<file path="config.mk">
export PLATFORM = sky130hd
export DESIGN_NAME = vbi_insert_picture_adjust
export DESIGN_NICKNAME = d
export VERILOG_FILES = /design/src/hw/vbi_pkg.sv /design/src/hw/vbi_insert_picture_adjust.sv /design/src/hw/serial_ctrl_port.sv
export VERILOG_INCLUDE_DIRS = /design/src /design/src/hw
export SDC_FILE = /design/constraint.sdc
export NUM_CORES = 1
export LEC_CHECK = 0
export BUFFER_PORTS_ARGS = -buffer_cell sky130_fd_sc_hd__buf_2
export CAP_MARGIN = 5
export CORE_ASPECT_RATIO = 1.25
export CORE_UTILIZATION = 40
export CTS_CLUSTER_DIAMETER = 80
export DETAILED_ROUTE_END_ITERATION = 7
export PLACE_DENSITY = 0.58
export SETUP_SLACK_MARGIN = 0.05
export SLEW_MARGIN = 0
export SYNTH_ARGS = -nofsm -noshare
export SYNTH_HDL_FRONTEND = slang
export SYNTH_SLANG_ARGS = --single-unit
</file>
<file path="constraint.sdc">
create_clock -name clk -period 9.06 [get_ports clk]
set_input_delay 0.906 -clock clk [delete_from_list [all_inputs] [get_ports clk]]
set_output_delay 0.906 -clock clk [all_outputs]
set_load 0.03 [all_outputs]
</file>
<file path="src/hw/vbi_defs.svh">
// vbi_defs.svh: constants of the vbi insertion and picture adjust block
// assumes: included by bare name from the two design modules
`ifndef VBI_DEFS_SVH
`define VBI_DEFS_SVH

// ------------------------------------------------------------
// register subaddresses
// ------------------------------------------------------------
`define REG_CGW0 8'h19
`define REG_CGW1 8'h1A
`define REG_CGW2 8'h1B
`define REG_TTX 8'h1C
`define REG_LUMA 8'h1D
`define REG_USCL 8'h1E
`define REG_VSCL 8'h1F
`define REG_HUE 8'h20
`define REG_BRIGHT 8'h21

// ------------------------------------------------------------
// reset values
// ------------------------------------------------------------
`define RST_ZERO 8'h00
`define RST_SCALE 8'h80
`define RST_HUE 8'h80

// ------------------------------------------------------------
// field positions
// ------------------------------------------------------------
`define CGW0_CRC_AUTO 4
`define CGW0_ODD_EN 5
`define CGW0_EVEN_EN 6
`define CGW0_WSS_EN 7

// ------------------------------------------------------------
// arithmetic and timing constants (counts in pixel clocks)
// ------------------------------------------------------------
`define LUMA_SCALE_MAX 8'hC0
`define HUE_CENTER 9'h080
`define CRC_INIT 6'h3F
`define TTX_START 11'h040
`define TTX_LEN 11'h168
`define TTX_CNT_MAX 11'h7FF
`define LUMA_MAX 12'h0FF
`define CHROMA_MAX 10'h07F
`define CHROMA_MIN 10'h380

// arbitrary 7-bit serial device address
`define DEV_ADDR 7'h2A

`endif

</file>
<file path="src/hw/vbi_pkg.sv">
// vbi_pkg.sv: carrier types of the vbi insertion and picture adjust block
// assumes: nothing beyond the constants header
package vbi_pkg;

  // one pixel with its subcarrier phase
  typedef struct packed {
    logic active;
    logic [7:0] y;
    logic [7:0] u;
    logic [7:0] v;
    logic [15:0] phase;
  } pix_s;

  // line and field timing from the timing generator
  typedef struct packed {
    logic line_start;
    logic ttx_line;
    logic field_start;
    logic field_odd;
    logic pal;
  } timing_s;

  // copy-generation word handed to the vbi inserter
  typedef struct packed {
    logic valid;
    logic [19:0] word;
  } cgms_s;

  // wide-screen word handed to the vbi inserter
  typedef struct packed {
    logic valid;
    logic [13:0] word;
  } wss_s;

  // register bank
  typedef struct packed {
    logic [7:0] cgw0;
    logic [7:0] cgw1;
    logic [7:0] cgw2;
    logic [7:0] ttx;
    logic [7:0] luma;
    logic [7:0] uscl;
    logic [7:0] vscl;
    logic [7:0] hue;
    logic [7:0] bright;
  } regs_s;

  // serial control port states
  typedef enum logic [3:0] {
    SP_IDLE, SP_DEV, SP_DEV_ACK, SP_SUB, SP_SUB_ACK, SP_WDATA, SP_WACK, SP_RDATA, SP_RACK
  } sp_state_e;

endpackage

</file>
<file path="src/hw/vbi_insert_picture_adjust.sv">
// vbi_insert_picture_adjust.sv: teletext request timing, copy-generation and
// wide-screen word building, luma/chroma scaling, hue and brightness
// assumes: clk is the pixel clock; pixel and timing inputs are on clk
`include "vbi_defs.svh"

module vbi_insert_picture_adjust (
  // clock and reset
  input wire logic clk,
  input wire logic resetn,
  // serial control port pins
  input wire logic scl_i,
  input wire logic sda_i,
  output logic sda_o,
  output logic sda_oe,
  // video and timing in
  input wire vbi_pkg::pix_s pix_in,
  input wire vbi_pkg::timing_s timing_in,
  // video out and vbi words
  output vbi_pkg::pix_s pix_out,
  output logic teletext_request_strobe,
  output vbi_pkg::cgms_s cgms_out,
  output vbi_pkg::wss_s wss_out
);

  // ------------------------------------------------------------
  // helper functions
  // ------------------------------------------------------------

  // crc x^6+x+1 over the fourteen leading copy-gen bits, first bit first
  function automatic logic [5:0] crc6(input logic [13:0] d);
    logic [5:0] c;
    logic fb;
    c = `CRC_INIT;
    fb = 1'b0;
    for (int i = 13; i >= 0; i--) begin
      fb = d[i] ^ c[5];
      c = {c[4:0], fb} ^ {4'h0, fb, 1'b0};
    end
    return c;
  endfunction

  // signed chroma times unsigned scale over 128, saturated to 8 bits
  function automatic logic [7:0] scale_s8(input logic [7:0] c, input logic [7:0] k);
    logic signed [16:0] p;
    logic [9:0] s;
    p = $signed(c) * $signed({1'b0, k});
    s = p[16:7];
    if ($signed(s) > $signed(`CHROMA_MAX)) begin
      s = `CHROMA_MAX;
    end else if ($signed(s) < $signed(`CHROMA_MIN)) begin
      s = `CHROMA_MIN;
    end
    return s[7:0];
  endfunction

  // ------------------------------------------------------------
  // register access
  // ------------------------------------------------------------
  vbi_pkg::regs_s regs_q, regs_d;
  logic wr;
  logic [7:0] addr, wdata, rdata;
  logic [3:0] anchor_q, anchor_d;

  serial_ctrl_port u_port (
    .clk(clk),
    .resetn(resetn),
    .scl_i(scl_i),
    .sda_i(sda_i),
    .sda_o(sda_o),
    .sda_oe(sda_oe),
    .wr(wr),
    .addr(addr),
    .wdata(wdata),
    .rdata(rdata)
  );

  // read-back of the bank; unmapped subaddresses read zero
  always_comb begin
    case (addr)
      `REG_CGW0: rdata = regs_q.cgw0;
      `REG_CGW1: rdata = regs_q.cgw1;
      `REG_CGW2: rdata = regs_q.cgw2;
      `REG_TTX: rdata = regs_q.ttx;
      `REG_LUMA: rdata = regs_q.luma;
      `REG_USCL: rdata = regs_q.uscl;
      `REG_VSCL: rdata = regs_q.vscl;
      `REG_HUE: rdata = regs_q.hue;
      `REG_BRIGHT: rdata = regs_q.bright;
      default: rdata = `RST_ZERO;
    endcase
  end

  // register writes and falling-edge anchor
  always_comb begin
    regs_d = regs_q;
    anchor_d = anchor_q;
    if (wr) begin
      case (addr)
        `REG_CGW0: regs_d.cgw0 = wdata;
        `REG_CGW1: regs_d.cgw1 = wdata;
        `REG_CGW2: regs_d.cgw2 = wdata;
        `REG_TTX: regs_d.ttx = wdata;
        `REG_LUMA: regs_d.luma = wdata;
        `REG_USCL: regs_d.uscl = wdata;
        `REG_VSCL: regs_d.vscl = wdata;
        `REG_HUE: regs_d.hue = wdata;
        `REG_BRIGHT: regs_d.bright = wdata;
        default: regs_d = regs_q;
      endcase
    end
    if (regs_q.ttx[3:0] == 4'h0) begin
      anchor_d = regs_q.ttx[7:4];
    end
  end

  always_ff @(posedge clk) begin
    if (!resetn) begin
      regs_q <= {`RST_ZERO, `RST_ZERO, `RST_ZERO, `RST_ZERO, `RST_SCALE, `RST_SCALE,
                 `RST_SCALE, `RST_HUE, `RST_ZERO};
      anchor_q <= 4'h0;
    end else begin
      regs_q <= regs_d;
      anchor_q <= anchor_d;
    end
  end

  // ------------------------------------------------------------
  // teletext request strobe
  // ------------------------------------------------------------
  logic [10:0] pos_q, pos_d, rise_at, fall_at;
  logic [3:0] anchor_eff;
  logic line_q, line_d, ttx_q, ttx_d;

  assign rise_at = `TTX_START + {7'h00, regs_q.ttx[7:4]};
  assign anchor_eff = (regs_q.ttx[3:0] == 4'h0) ? regs_q.ttx[7:4] : anchor_q;
  assign fall_at = `TTX_START + `TTX_LEN + {7'h00, anchor_eff} - {7'h00, regs_q.ttx[3:0]};

  // pixel counter within the line and the request window
  always_comb begin
    pos_d = pos_q;
    line_d = line_q;
    if (timing_in.line_start) begin
      pos_d = 11'h000;
      line_d = timing_in.ttx_line;
    end else if (pos_q != `TTX_CNT_MAX) begin
      pos_d = pos_q + 11'h001;
    end
    ttx_d = ttx_q;
    if (timing_in.line_start || pos_q == fall_at) begin
      ttx_d = 1'b0;
    end else if (line_q && pos_q == rise_at) begin
      ttx_d = 1'b1;
    end
  end

  always_ff @(posedge clk) begin
    if (!resetn) begin
      pos_q <= `TTX_CNT_MAX;
      line_q <= 1'b0;
      ttx_q <= 1'b0;
    end else begin
      pos_q <= pos_d;
      line_q <= line_d;
      ttx_q <= ttx_d;
    end
  end

  // ------------------------------------------------------------
  // copy-generation and wide-screen words
  // ------------------------------------------------------------
  vbi_pkg::cgms_s cgms_q, cgms_d;
  vbi_pkg::wss_s wss_q, wss_d;
  logic [19:0] cg_raw;
  logic cg_field_en;

  // stream order: second, third, then tail nibble
  assign cg_raw = {regs_q.cgw1, regs_q.cgw2, regs_q.cgw0[3:0]};
  assign cg_field_en = timing_in.field_odd ? regs_q.cgw0[`CGW0_ODD_EN]
                                           : regs_q.cgw0[`CGW0_EVEN_EN];

  // words issued once at each field start, copy-gen in ntsc and wide-screen in pal fields
  always_comb begin
    cgms_d = '0;
    wss_d = '0;
    cgms_d.word = cg_raw;
    // internal crc on last six bits
    if (regs_q.cgw0[`CGW0_CRC_AUTO]) begin
      cgms_d.word = {cg_raw[19:6], crc6(cg_raw[19:6])};
    end
    cgms_d.valid = timing_in.field_start && !timing_in.pal && cg_field_en;
    wss_d.word = {regs_q.cgw2, regs_q.cgw1[5:0]};
    wss_d.valid = timing_in.field_start && timing_in.pal && regs_q.cgw0[`CGW0_WSS_EN];
  end

  always_ff @(posedge clk) begin
    if (!resetn) begin
      cgms_q <= '0;
      wss_q <= '0;
    end else begin
      cgms_q <= cgms_d;
      wss_q <= wss_d;
    end
  end

  // ------------------------------------------------------------
  // picture adjust path, one clock of latency
  // ------------------------------------------------------------
  vbi_pkg::pix_s pix_q, pix_d;
  logic [7:0] luma_k;
  logic [15:0] y_prod;
  logic signed [11:0] y_sum;
  logic [8:0] hue_delta;
  logic [15:0] hue_off;

  assign luma_k = (regs_q.luma > `LUMA_SCALE_MAX) ? `LUMA_SCALE_MAX : regs_q.luma;
  assign y_prod = {8'h00, pix_in.y} * {8'h00, luma_k};
  assign y_sum = $signed({3'b000, y_prod[15:7]}) +
                 $signed({{5{regs_q.bright[6]}}, regs_q.bright[6:0]});
  // one step is 1/2048 turn, 32 phase units
  assign hue_delta = {1'b0, regs_q.hue} - `HUE_CENTER;
  assign hue_off = {{2{hue_delta[8]}}, hue_delta, 5'h00};

  // scaled, offset and saturated pixel, phase shifted in active video only
  always_comb begin
    pix_d = pix_in;
    if (y_sum < 0) begin
      pix_d.y = 8'h00;
    end else if (y_sum > $signed(`LUMA_MAX)) begin
      pix_d.y = 8'hFF;
    end else begin
      pix_d.y = y_sum[7:0];
    end
    pix_d.u = scale_s8(pix_in.u, regs_q.uscl);
    pix_d.v = scale_s8(pix_in.v, regs_q.vscl);
    if (pix_in.active) begin
      pix_d.phase = pix_in.phase + hue_off;
    end
  end

  always_ff @(posedge clk) begin
    if (!resetn) begin
      pix_q <= '0;
    end else begin
      pix_q <= pix_d;
    end
  end

  assign pix_out = pix_q;
  assign teletext_request_strobe = ttx_q;
  assign cgms_out = cgms_q;
  assign wss_out = wss_q;

  // ------------------------------------------------------------
  // assertions
  // ------------------------------------------------------------
  strobe_rise_at_a: assert property (
    @(posedge clk) disable iff (!resetn)
    $rose(ttx_q) |-> $past(pos_q) == $past(rise_at) && $past(line_q))
    else $error("request strobe rose at wrong position");

  strobe_fall_at_a: assert property (
    @(posedge clk) disable iff (!resetn)
    $fell(ttx_q) |-> $past(pos_q) == $past(fall_at) || $past(timing_in.line_start))
    else $error("request strobe fell at wrong position");

  fall_tracks_a: assert property (
    @(posedge clk) disable iff (!resetn)
    regs_q.ttx[3:0] == 4'h0 |=> anchor_q == $past(regs_q.ttx[7:4]))
    else $error("falling edge anchor did not follow rising edge");

  crc_auto_a: assert property (
    @(posedge clk) disable iff (!resetn)
    cgms_q.valid && $past(regs_q.cgw0[`CGW0_CRC_AUTO]) |->
      cgms_q.word[5:0] == crc6(cgms_q.word[19:6]))
    else $error("copy-gen crc mismatch");

  cgms_ntsc_a: assert property (
    @(posedge clk) disable iff (!resetn)
    cgms_q.valid |-> !$past(timing_in.pal) && $past(cg_field_en))
    else $error("copy-gen word outside enabled ntsc field");

  wss_pal_a: assert property (
    @(posedge clk) disable iff (!resetn)
    timing_in.field_start && timing_in.pal && regs_q.cgw0[`CGW0_WSS_EN] |=>
      wss_q.valid && !cgms_q.valid)
    else $error("wide-screen word missing in pal field");

  luma_unity_a: assert property (
    @(posedge clk) disable iff (!resetn)
    regs_q.luma == `RST_SCALE && regs_q.bright == `RST_ZERO |=> pix_q.y == $past(pix_in.y))
    else $error("unity luma scale changed the pixel");

  chroma_zero_a: assert property (
    @(posedge clk) disable iff (!resetn)
    regs_q.uscl == `RST_ZERO |=> pix_q.u == 8'h00)
    else $error("zero u scale left chroma");

  v_scale_zero_a: assert property (
    @(posedge clk) disable iff (!resetn)
    regs_q.vscl == `RST_ZERO |=> pix_q.v == 8'h00)
    else $error("zero v scale left chroma");

  hue_center_a: assert property (
    @(posedge clk) disable iff (!resetn)
    regs_q.hue == `RST_HUE || !pix_in.active |=> pix_q.phase == $past(pix_in.phase))
    else $error("phase shifted at zero hue or outside active video");

endmodule

</file>
<file path="src/hw/serial_ctrl_port.sv">
// serial_ctrl_port.sv: two-wire serial control port slave
// assumes: scl and sda are raw pins; sda is open drain, driven low when oe is high
`include "vbi_defs.svh"

module serial_ctrl_port (
  // clock and reset
  input wire logic clk,
  input wire logic resetn,
  // pins
  input wire logic scl_i,
  input wire logic sda_i,
  output logic sda_o,
  output logic sda_oe,
  // register access
  output logic wr,
  output logic [7:0] addr,
  output logic [7:0] wdata,
  input wire logic [7:0] rdata
);

  vbi_pkg::sp_state_e st_q, st_d;
  logic [2:0] scl_q, sda_q;
  logic [7:0] sh_q, sh_d, sub_q, sub_d, wd_q, wd_d;
  logic [3:0] cnt_q, cnt_d;
  logic oe_q, oe_d, wr_q, wr_d;
  logic scl_rise, scl_fall, start, stop;

  // edges seen only after the two-stage synchronisers
  assign scl_rise = scl_q[1] & ~scl_q[2];
  assign scl_fall = ~scl_q[1] & scl_q[2];
  assign start = scl_q[1] & ~sda_q[1] & sda_q[2];
  assign stop = scl_q[1] & sda_q[1] & ~sda_q[2];

  // byte engine: address, subaddress, auto-incremented data
  always_comb begin
    st_d = st_q;
    sh_d = sh_q;
    sub_d = sub_q;
    wd_d = wd_q;
    cnt_d = cnt_q;
    oe_d = oe_q;
    wr_d = 1'b0;
    if (start) begin
      st_d = vbi_pkg::SP_DEV;
      cnt_d = 4'h0;
      oe_d = 1'b0;
    end else if (stop) begin
      st_d = vbi_pkg::SP_IDLE;
      oe_d = 1'b0;
    end else begin
      case (st_q)
        vbi_pkg::SP_DEV, vbi_pkg::SP_SUB, vbi_pkg::SP_WDATA: begin
          if (scl_rise && cnt_q != 4'h8) begin
            sh_d = {sh_q[6:0], sda_q[1]};
            cnt_d = cnt_q + 4'h1;
          end else if (scl_fall && cnt_q == 4'h8) begin
            oe_d = 1'b1;
            if (st_q == vbi_pkg::SP_DEV) begin
              st_d = (sh_q[7:1] == `DEV_ADDR) ? vbi_pkg::SP_DEV_ACK : vbi_pkg::SP_IDLE;
              oe_d = (sh_q[7:1] == `DEV_ADDR);
            end else if (st_q == vbi_pkg::SP_SUB) begin
              st_d = vbi_pkg::SP_SUB_ACK;
              sub_d = sh_q;
            end else begin
              st_d = vbi_pkg::SP_WACK;
              wd_d = sh_q;
              wr_d = 1'b1;
            end
          end
        end
        vbi_pkg::SP_DEV_ACK, vbi_pkg::SP_SUB_ACK, vbi_pkg::SP_WACK: begin
          if (scl_fall) begin
            oe_d = 1'b0;
            cnt_d = 4'h0;
            if (st_q == vbi_pkg::SP_WACK) begin
              sub_d = sub_q + 8'h01;
              st_d = vbi_pkg::SP_WDATA;
            end else if (st_q == vbi_pkg::SP_SUB_ACK) begin
              st_d = vbi_pkg::SP_WDATA;
            end else if (sh_q[0]) begin
              st_d = vbi_pkg::SP_RDATA;
              sh_d = rdata;
              oe_d = ~rdata[7];
              cnt_d = 4'h1;
            end else begin
              st_d = vbi_pkg::SP_SUB;
            end
          end
        end
        vbi_pkg::SP_RDATA: begin
          if (scl_fall) begin
            if (cnt_q == 4'h8) begin
              oe_d = 1'b0;
              st_d = vbi_pkg::SP_RACK;
            end else begin
              oe_d = ~sh_q[6];
              sh_d = {sh_q[6:0], 1'b0};
              cnt_d = cnt_q + 4'h1;
            end
          end
        end
        vbi_pkg::SP_RACK: begin
          if (scl_rise) begin
            cnt_d = sda_q[1] ? 4'h0 : 4'h1;
            sub_d = sda_q[1] ? sub_q : sub_q + 8'h01;
          end else if (scl_fall) begin
            // acked read goes straight on with the next byte, cnt already 1
            if (cnt_q == 4'h1) begin
              st_d = vbi_pkg::SP_RDATA;
              sh_d = rdata;
              oe_d = ~rdata[7];
            end else begin
              st_d = vbi_pkg::SP_IDLE;
            end
          end
        end
        default: st_d = vbi_pkg::SP_IDLE;
      endcase
    end
  end

  // state registers and synchronisers
  always_ff @(posedge clk) begin
    if (!resetn) begin
      st_q <= vbi_pkg::SP_IDLE;
      scl_q <= 3'h7;
      sda_q <= 3'h7;
      sh_q <= 8'h00;
      sub_q <= 8'h00;
      wd_q <= 8'h00;
      cnt_q <= 4'h0;
      oe_q <= 1'b0;
      wr_q <= 1'b0;
    end else begin
      st_q <= st_d;
      scl_q <= {scl_q[1:0], scl_i};
      sda_q <= {sda_q[1:0], sda_i};
      sh_q <= sh_d;
      sub_q <= sub_d;
      wd_q <= wd_d;
      cnt_q <= cnt_d;
      oe_q <= oe_d;
      wr_q <= wr_d;
    end
  end

  assign sda_o = 1'b0;
  assign sda_oe = oe_q;
  assign wr = wr_q;
  assign addr = sub_q;
  assign wdata = wd_q;

endmodule

</file>
==> results_dict.tcl <==
set metrics [dict create \
    critPathLaunchType "flop" \
    cts_tree "done" \
    synthesis.area_um2 15700 \
    hold_class "reg2reg" \
    period_needed_ns 7.22 \
    nets 2172 \
    top_layer "met4" \
    preCtsSetupSlack_ns 1.91 \
    fillers 3839 \
    h-tree-depth 4 \
    clk_pin_slew_ns 0.08 \
    finClkSkew_ns 0.0109 \
    synth_flop_cell "dfxtp_1" \
    avgSynthCellArea_um2 8.65 \
    drt_iter0_markers 771 \
    cts.path.max_buffers 2 \
    yosysSeqAreaShare 0.248 \
    p_leak_uw 0.00811 \
    synth_top_area_share 0.248 \
    crit_arrival_ns 7.63 \
    pin_count 130 \
    yosysTopAreaCell "dfxtp_1" \
    firstDrtPassIters 6 \
    dr_wl_met3_mm 1.09 \
    wl_per_cell_um 16.7 \
    clock.fmax_ghz 0.138 \
    areaGrowthSynthToFinish_pct 9.49 \
    die_y_um 223 \
    first_global_vias 12690 \
    grt_pass1_wl_mm 65.2 \
    slew_violations 0 \
    wl_met1_mm 16.9 \
    post_cts_buffers 0 \
    drt-total-wl_mm 39.5 \
    gp_congestion 0.899 \
    clkLatencyLatePin_ns 0.46 \
    cts_resized 0 \
    drc 0 \
    root_buffer "clkbuf_16" \
    synth_warnings 0 \
    postCtsHoldBufs 0 \
    dpl.hpwl_mm 29.6 \
    cts_made_buffers 17 \
    clock_sinks 194 \
    core_um2 38300 \
    synth_fp_nets 2119 \
    outcome "finished clean" \
    worstSetupPathType "reg2reg" \
    period_share 0.797 \
    worst_pin_slew_ns 1.01 \
    overflow 0 \
    final_common_cell "dfxtp_1" \
    seq_area_um2 3880 \
    n_antenna_cell 0 \
    start_util 0.408 \
    antenna_found_initial 0 \
    die_area_um2 39900 \
    async_reset_ff_frac 0 \
    synth_edf_count 0 \
    yosysUniqueCellTypes 82 \
    grt_max_degree 83 \
    ant_nets 0 \
    row_count 80 \
    synth_cells 1810 \
    final_hold_viol_count 0 \
    ys_ff_latch 194 \
    powerDensity_nw_per_um2 132 \
    fp.dieW_um 179 \
    multi_input_area_um2 10800 \
    setup_viol 0 \
    drive_gt1_frac 0.103 \
    tns_ns 0 \
    most-common-layout-cells "194 x dfxtp_1, 183 x nand2_1, 157 x inv_1, 151 x ha_1, 128 x buf_2" \
    drv_cap 0 \
    maxSlewHeadroom 0.325 \
    rsz0062_at_grt "false" \
    via_count 12773 \
    wl_met2_mm 20.9 \
    port_buffers 128 \
    endpoint_kind "flop" \
    critPathMaxFanout 32 \
    setup_ws_ns 1.84 \
    track_usage 0.206 \
    synthTopCellsByArea "dfxtp_1 25%, fa_1 14%, ha_1 12%" \
    irDropWorstVdd_uv 116 \
    vias_per_cell 5.39 \
    cp.required_ns 9.46 \
]
routing by layer:
metal / vias to the layer above / global-route usage
met4: 0 / 0.0621
li1: 6284 / -
met1: 6245 / 0.252
met5: - / 0
met2: 207 / 0.372
met3: 37 / 0.0222
power breakdown:
group | internal, uW | switching (uW) | leakage, uW
Clock | 421 | 380 | 0.000302
Sequential | 900 | 55.7 | 0.00158
Combinational | 192 | 311 | 0.00623
final timing paths:
check / depth (start not counted) / start / slack, ns / end
max: 22 / regs_q[39] / 1.84 / pix_out[38]
min: 1 / u_port.sda_q[0] / 0.41 / u_port.sda_q[1]
max reg2reg: 22 / regs_q[39] / 1.84 / pix_out[38]
min reg2reg: 1 / u_port.sda_q[0] / 0.41 / u_port.sda_q[1]
worst max-delay path, cell delays in order, from the launching register on:
cell and delay, ns:
dfxtp_1 0.56, nand2_1 0.57, and3_1 0.44, fa_1 0.55
fa_1 0.44, fa_1 0.54, inv_1 0.05, fa_1 0.52
inv_1 0.04, ha_1 0.32, o21a_1 0.12, o21a_1 0.16
o21ai_0 0.14, a21oi_1 0.10, a31oi_1 0.32, a21oi_1 0.13
xor2_1 0.17, ha_1 0.31, a21o_1 0.18, a2111o_1 0.49
a31oi_1 0.25, mux2i_1 0.55, a21o_1 0.19
per-stage QoR:
step | hold WS [ns] | cell area (um2) | instances | util | power [uW]
after floorplan | 0.386 | 15700 | 1810 | - | 1350
after global placement | 0.392 | 16500 | 2336 | 0.431 | 1470
after detailed placement | 0.398 | 16500 | 2336 | 0.431 | 1480
after CTS | 0.415 | 17100 | 2368 | 0.447 | 2280
after global routing | 0.423 | 17100 | 2368 | 0.447 | 2390
final | 0.411 | 17100 | 2368 | 0.447 | 2260
cells in the mapped netlist (all sizes together) (8+ instances only):
| cell | n |
|---|---|
| a211oi | 10 |
| a21o | 26 |
| a21oi | 107 |
| a22o | 8 |
| a22oi | 11 |
| a311oi | 8 |
| a31oi | 10 |
| a32oi | 9 |
| and2 | 116 |
| and3 | 39 |
| buf | 25 |
| clkbuf | 74 |
| dfxtp | 194 |
| fa | 108 |
| ha | 151 |
| inv | 158 |
| mux2i | 48 |
| nand2 | 183 |
| nand2b | 25 |
| nand3 | 64 |
| nand4 | 8 |
| nor2 | 117 |
| nor2b | 11 |
| nor3 | 23 |
| nor3b | 8 |
| o211ai | 10 |
| o21a | 17 |
| o21ai | 58 |
| o21bai | 8 |
| o31ai | 11 |
| xnor2 | 45 |
| xor2 | 26 |
cell type report:
class                      count  share of cell area
multi-input combinational   1359               0.627
sequential                   194               0.227
timing repair buffer         133              0.0396
tap                          492              0.0359
inverter                     158              0.0347
clock buffer                  18              0.0250
clock inverter                14              0.0110
registers in the layout, summed over array words and instances, names as in the netlist:
register                 cells
u_port.scl_q                 3
u_port.addr                  8
u_port.sda_oe                1
u_port.sda_q                 3
u_port.sh_q                  8
regs_q                      52
pix_out                     41
u_port.wr                    1
u_port.st_q                  4
u_port.cnt_q                 4
wss_out                      3
cg_raw                      20
cgms_out                    21
pos_q                       11
anchor_q                     4
u_port.wdata                 8
teletext_request_strobe      1
line_q                       1
cell families (layout without fill, tap and decap cells):
kind of cell | count (synthesis) | count (layout) | share of synthesized area
other | 1 | 1 | 0.000240
AND/OR/NAND/NOR | 631 | 631 | 0.207
multiplexers | 50 | 50 | 0.0321
XOR/XNOR | 71 | 71 | 0.0397
buffers and inverters | 257 | 323 | 0.0656
adder cells (fa/ha/maj) | 259 | 259 | 0.259
flip-flops | 194 | 194 | 0.248
AO/OA/AOI/OAI | 347 | 347 | 0.149
Note: power is estimated with default switching activity, not from simulation.
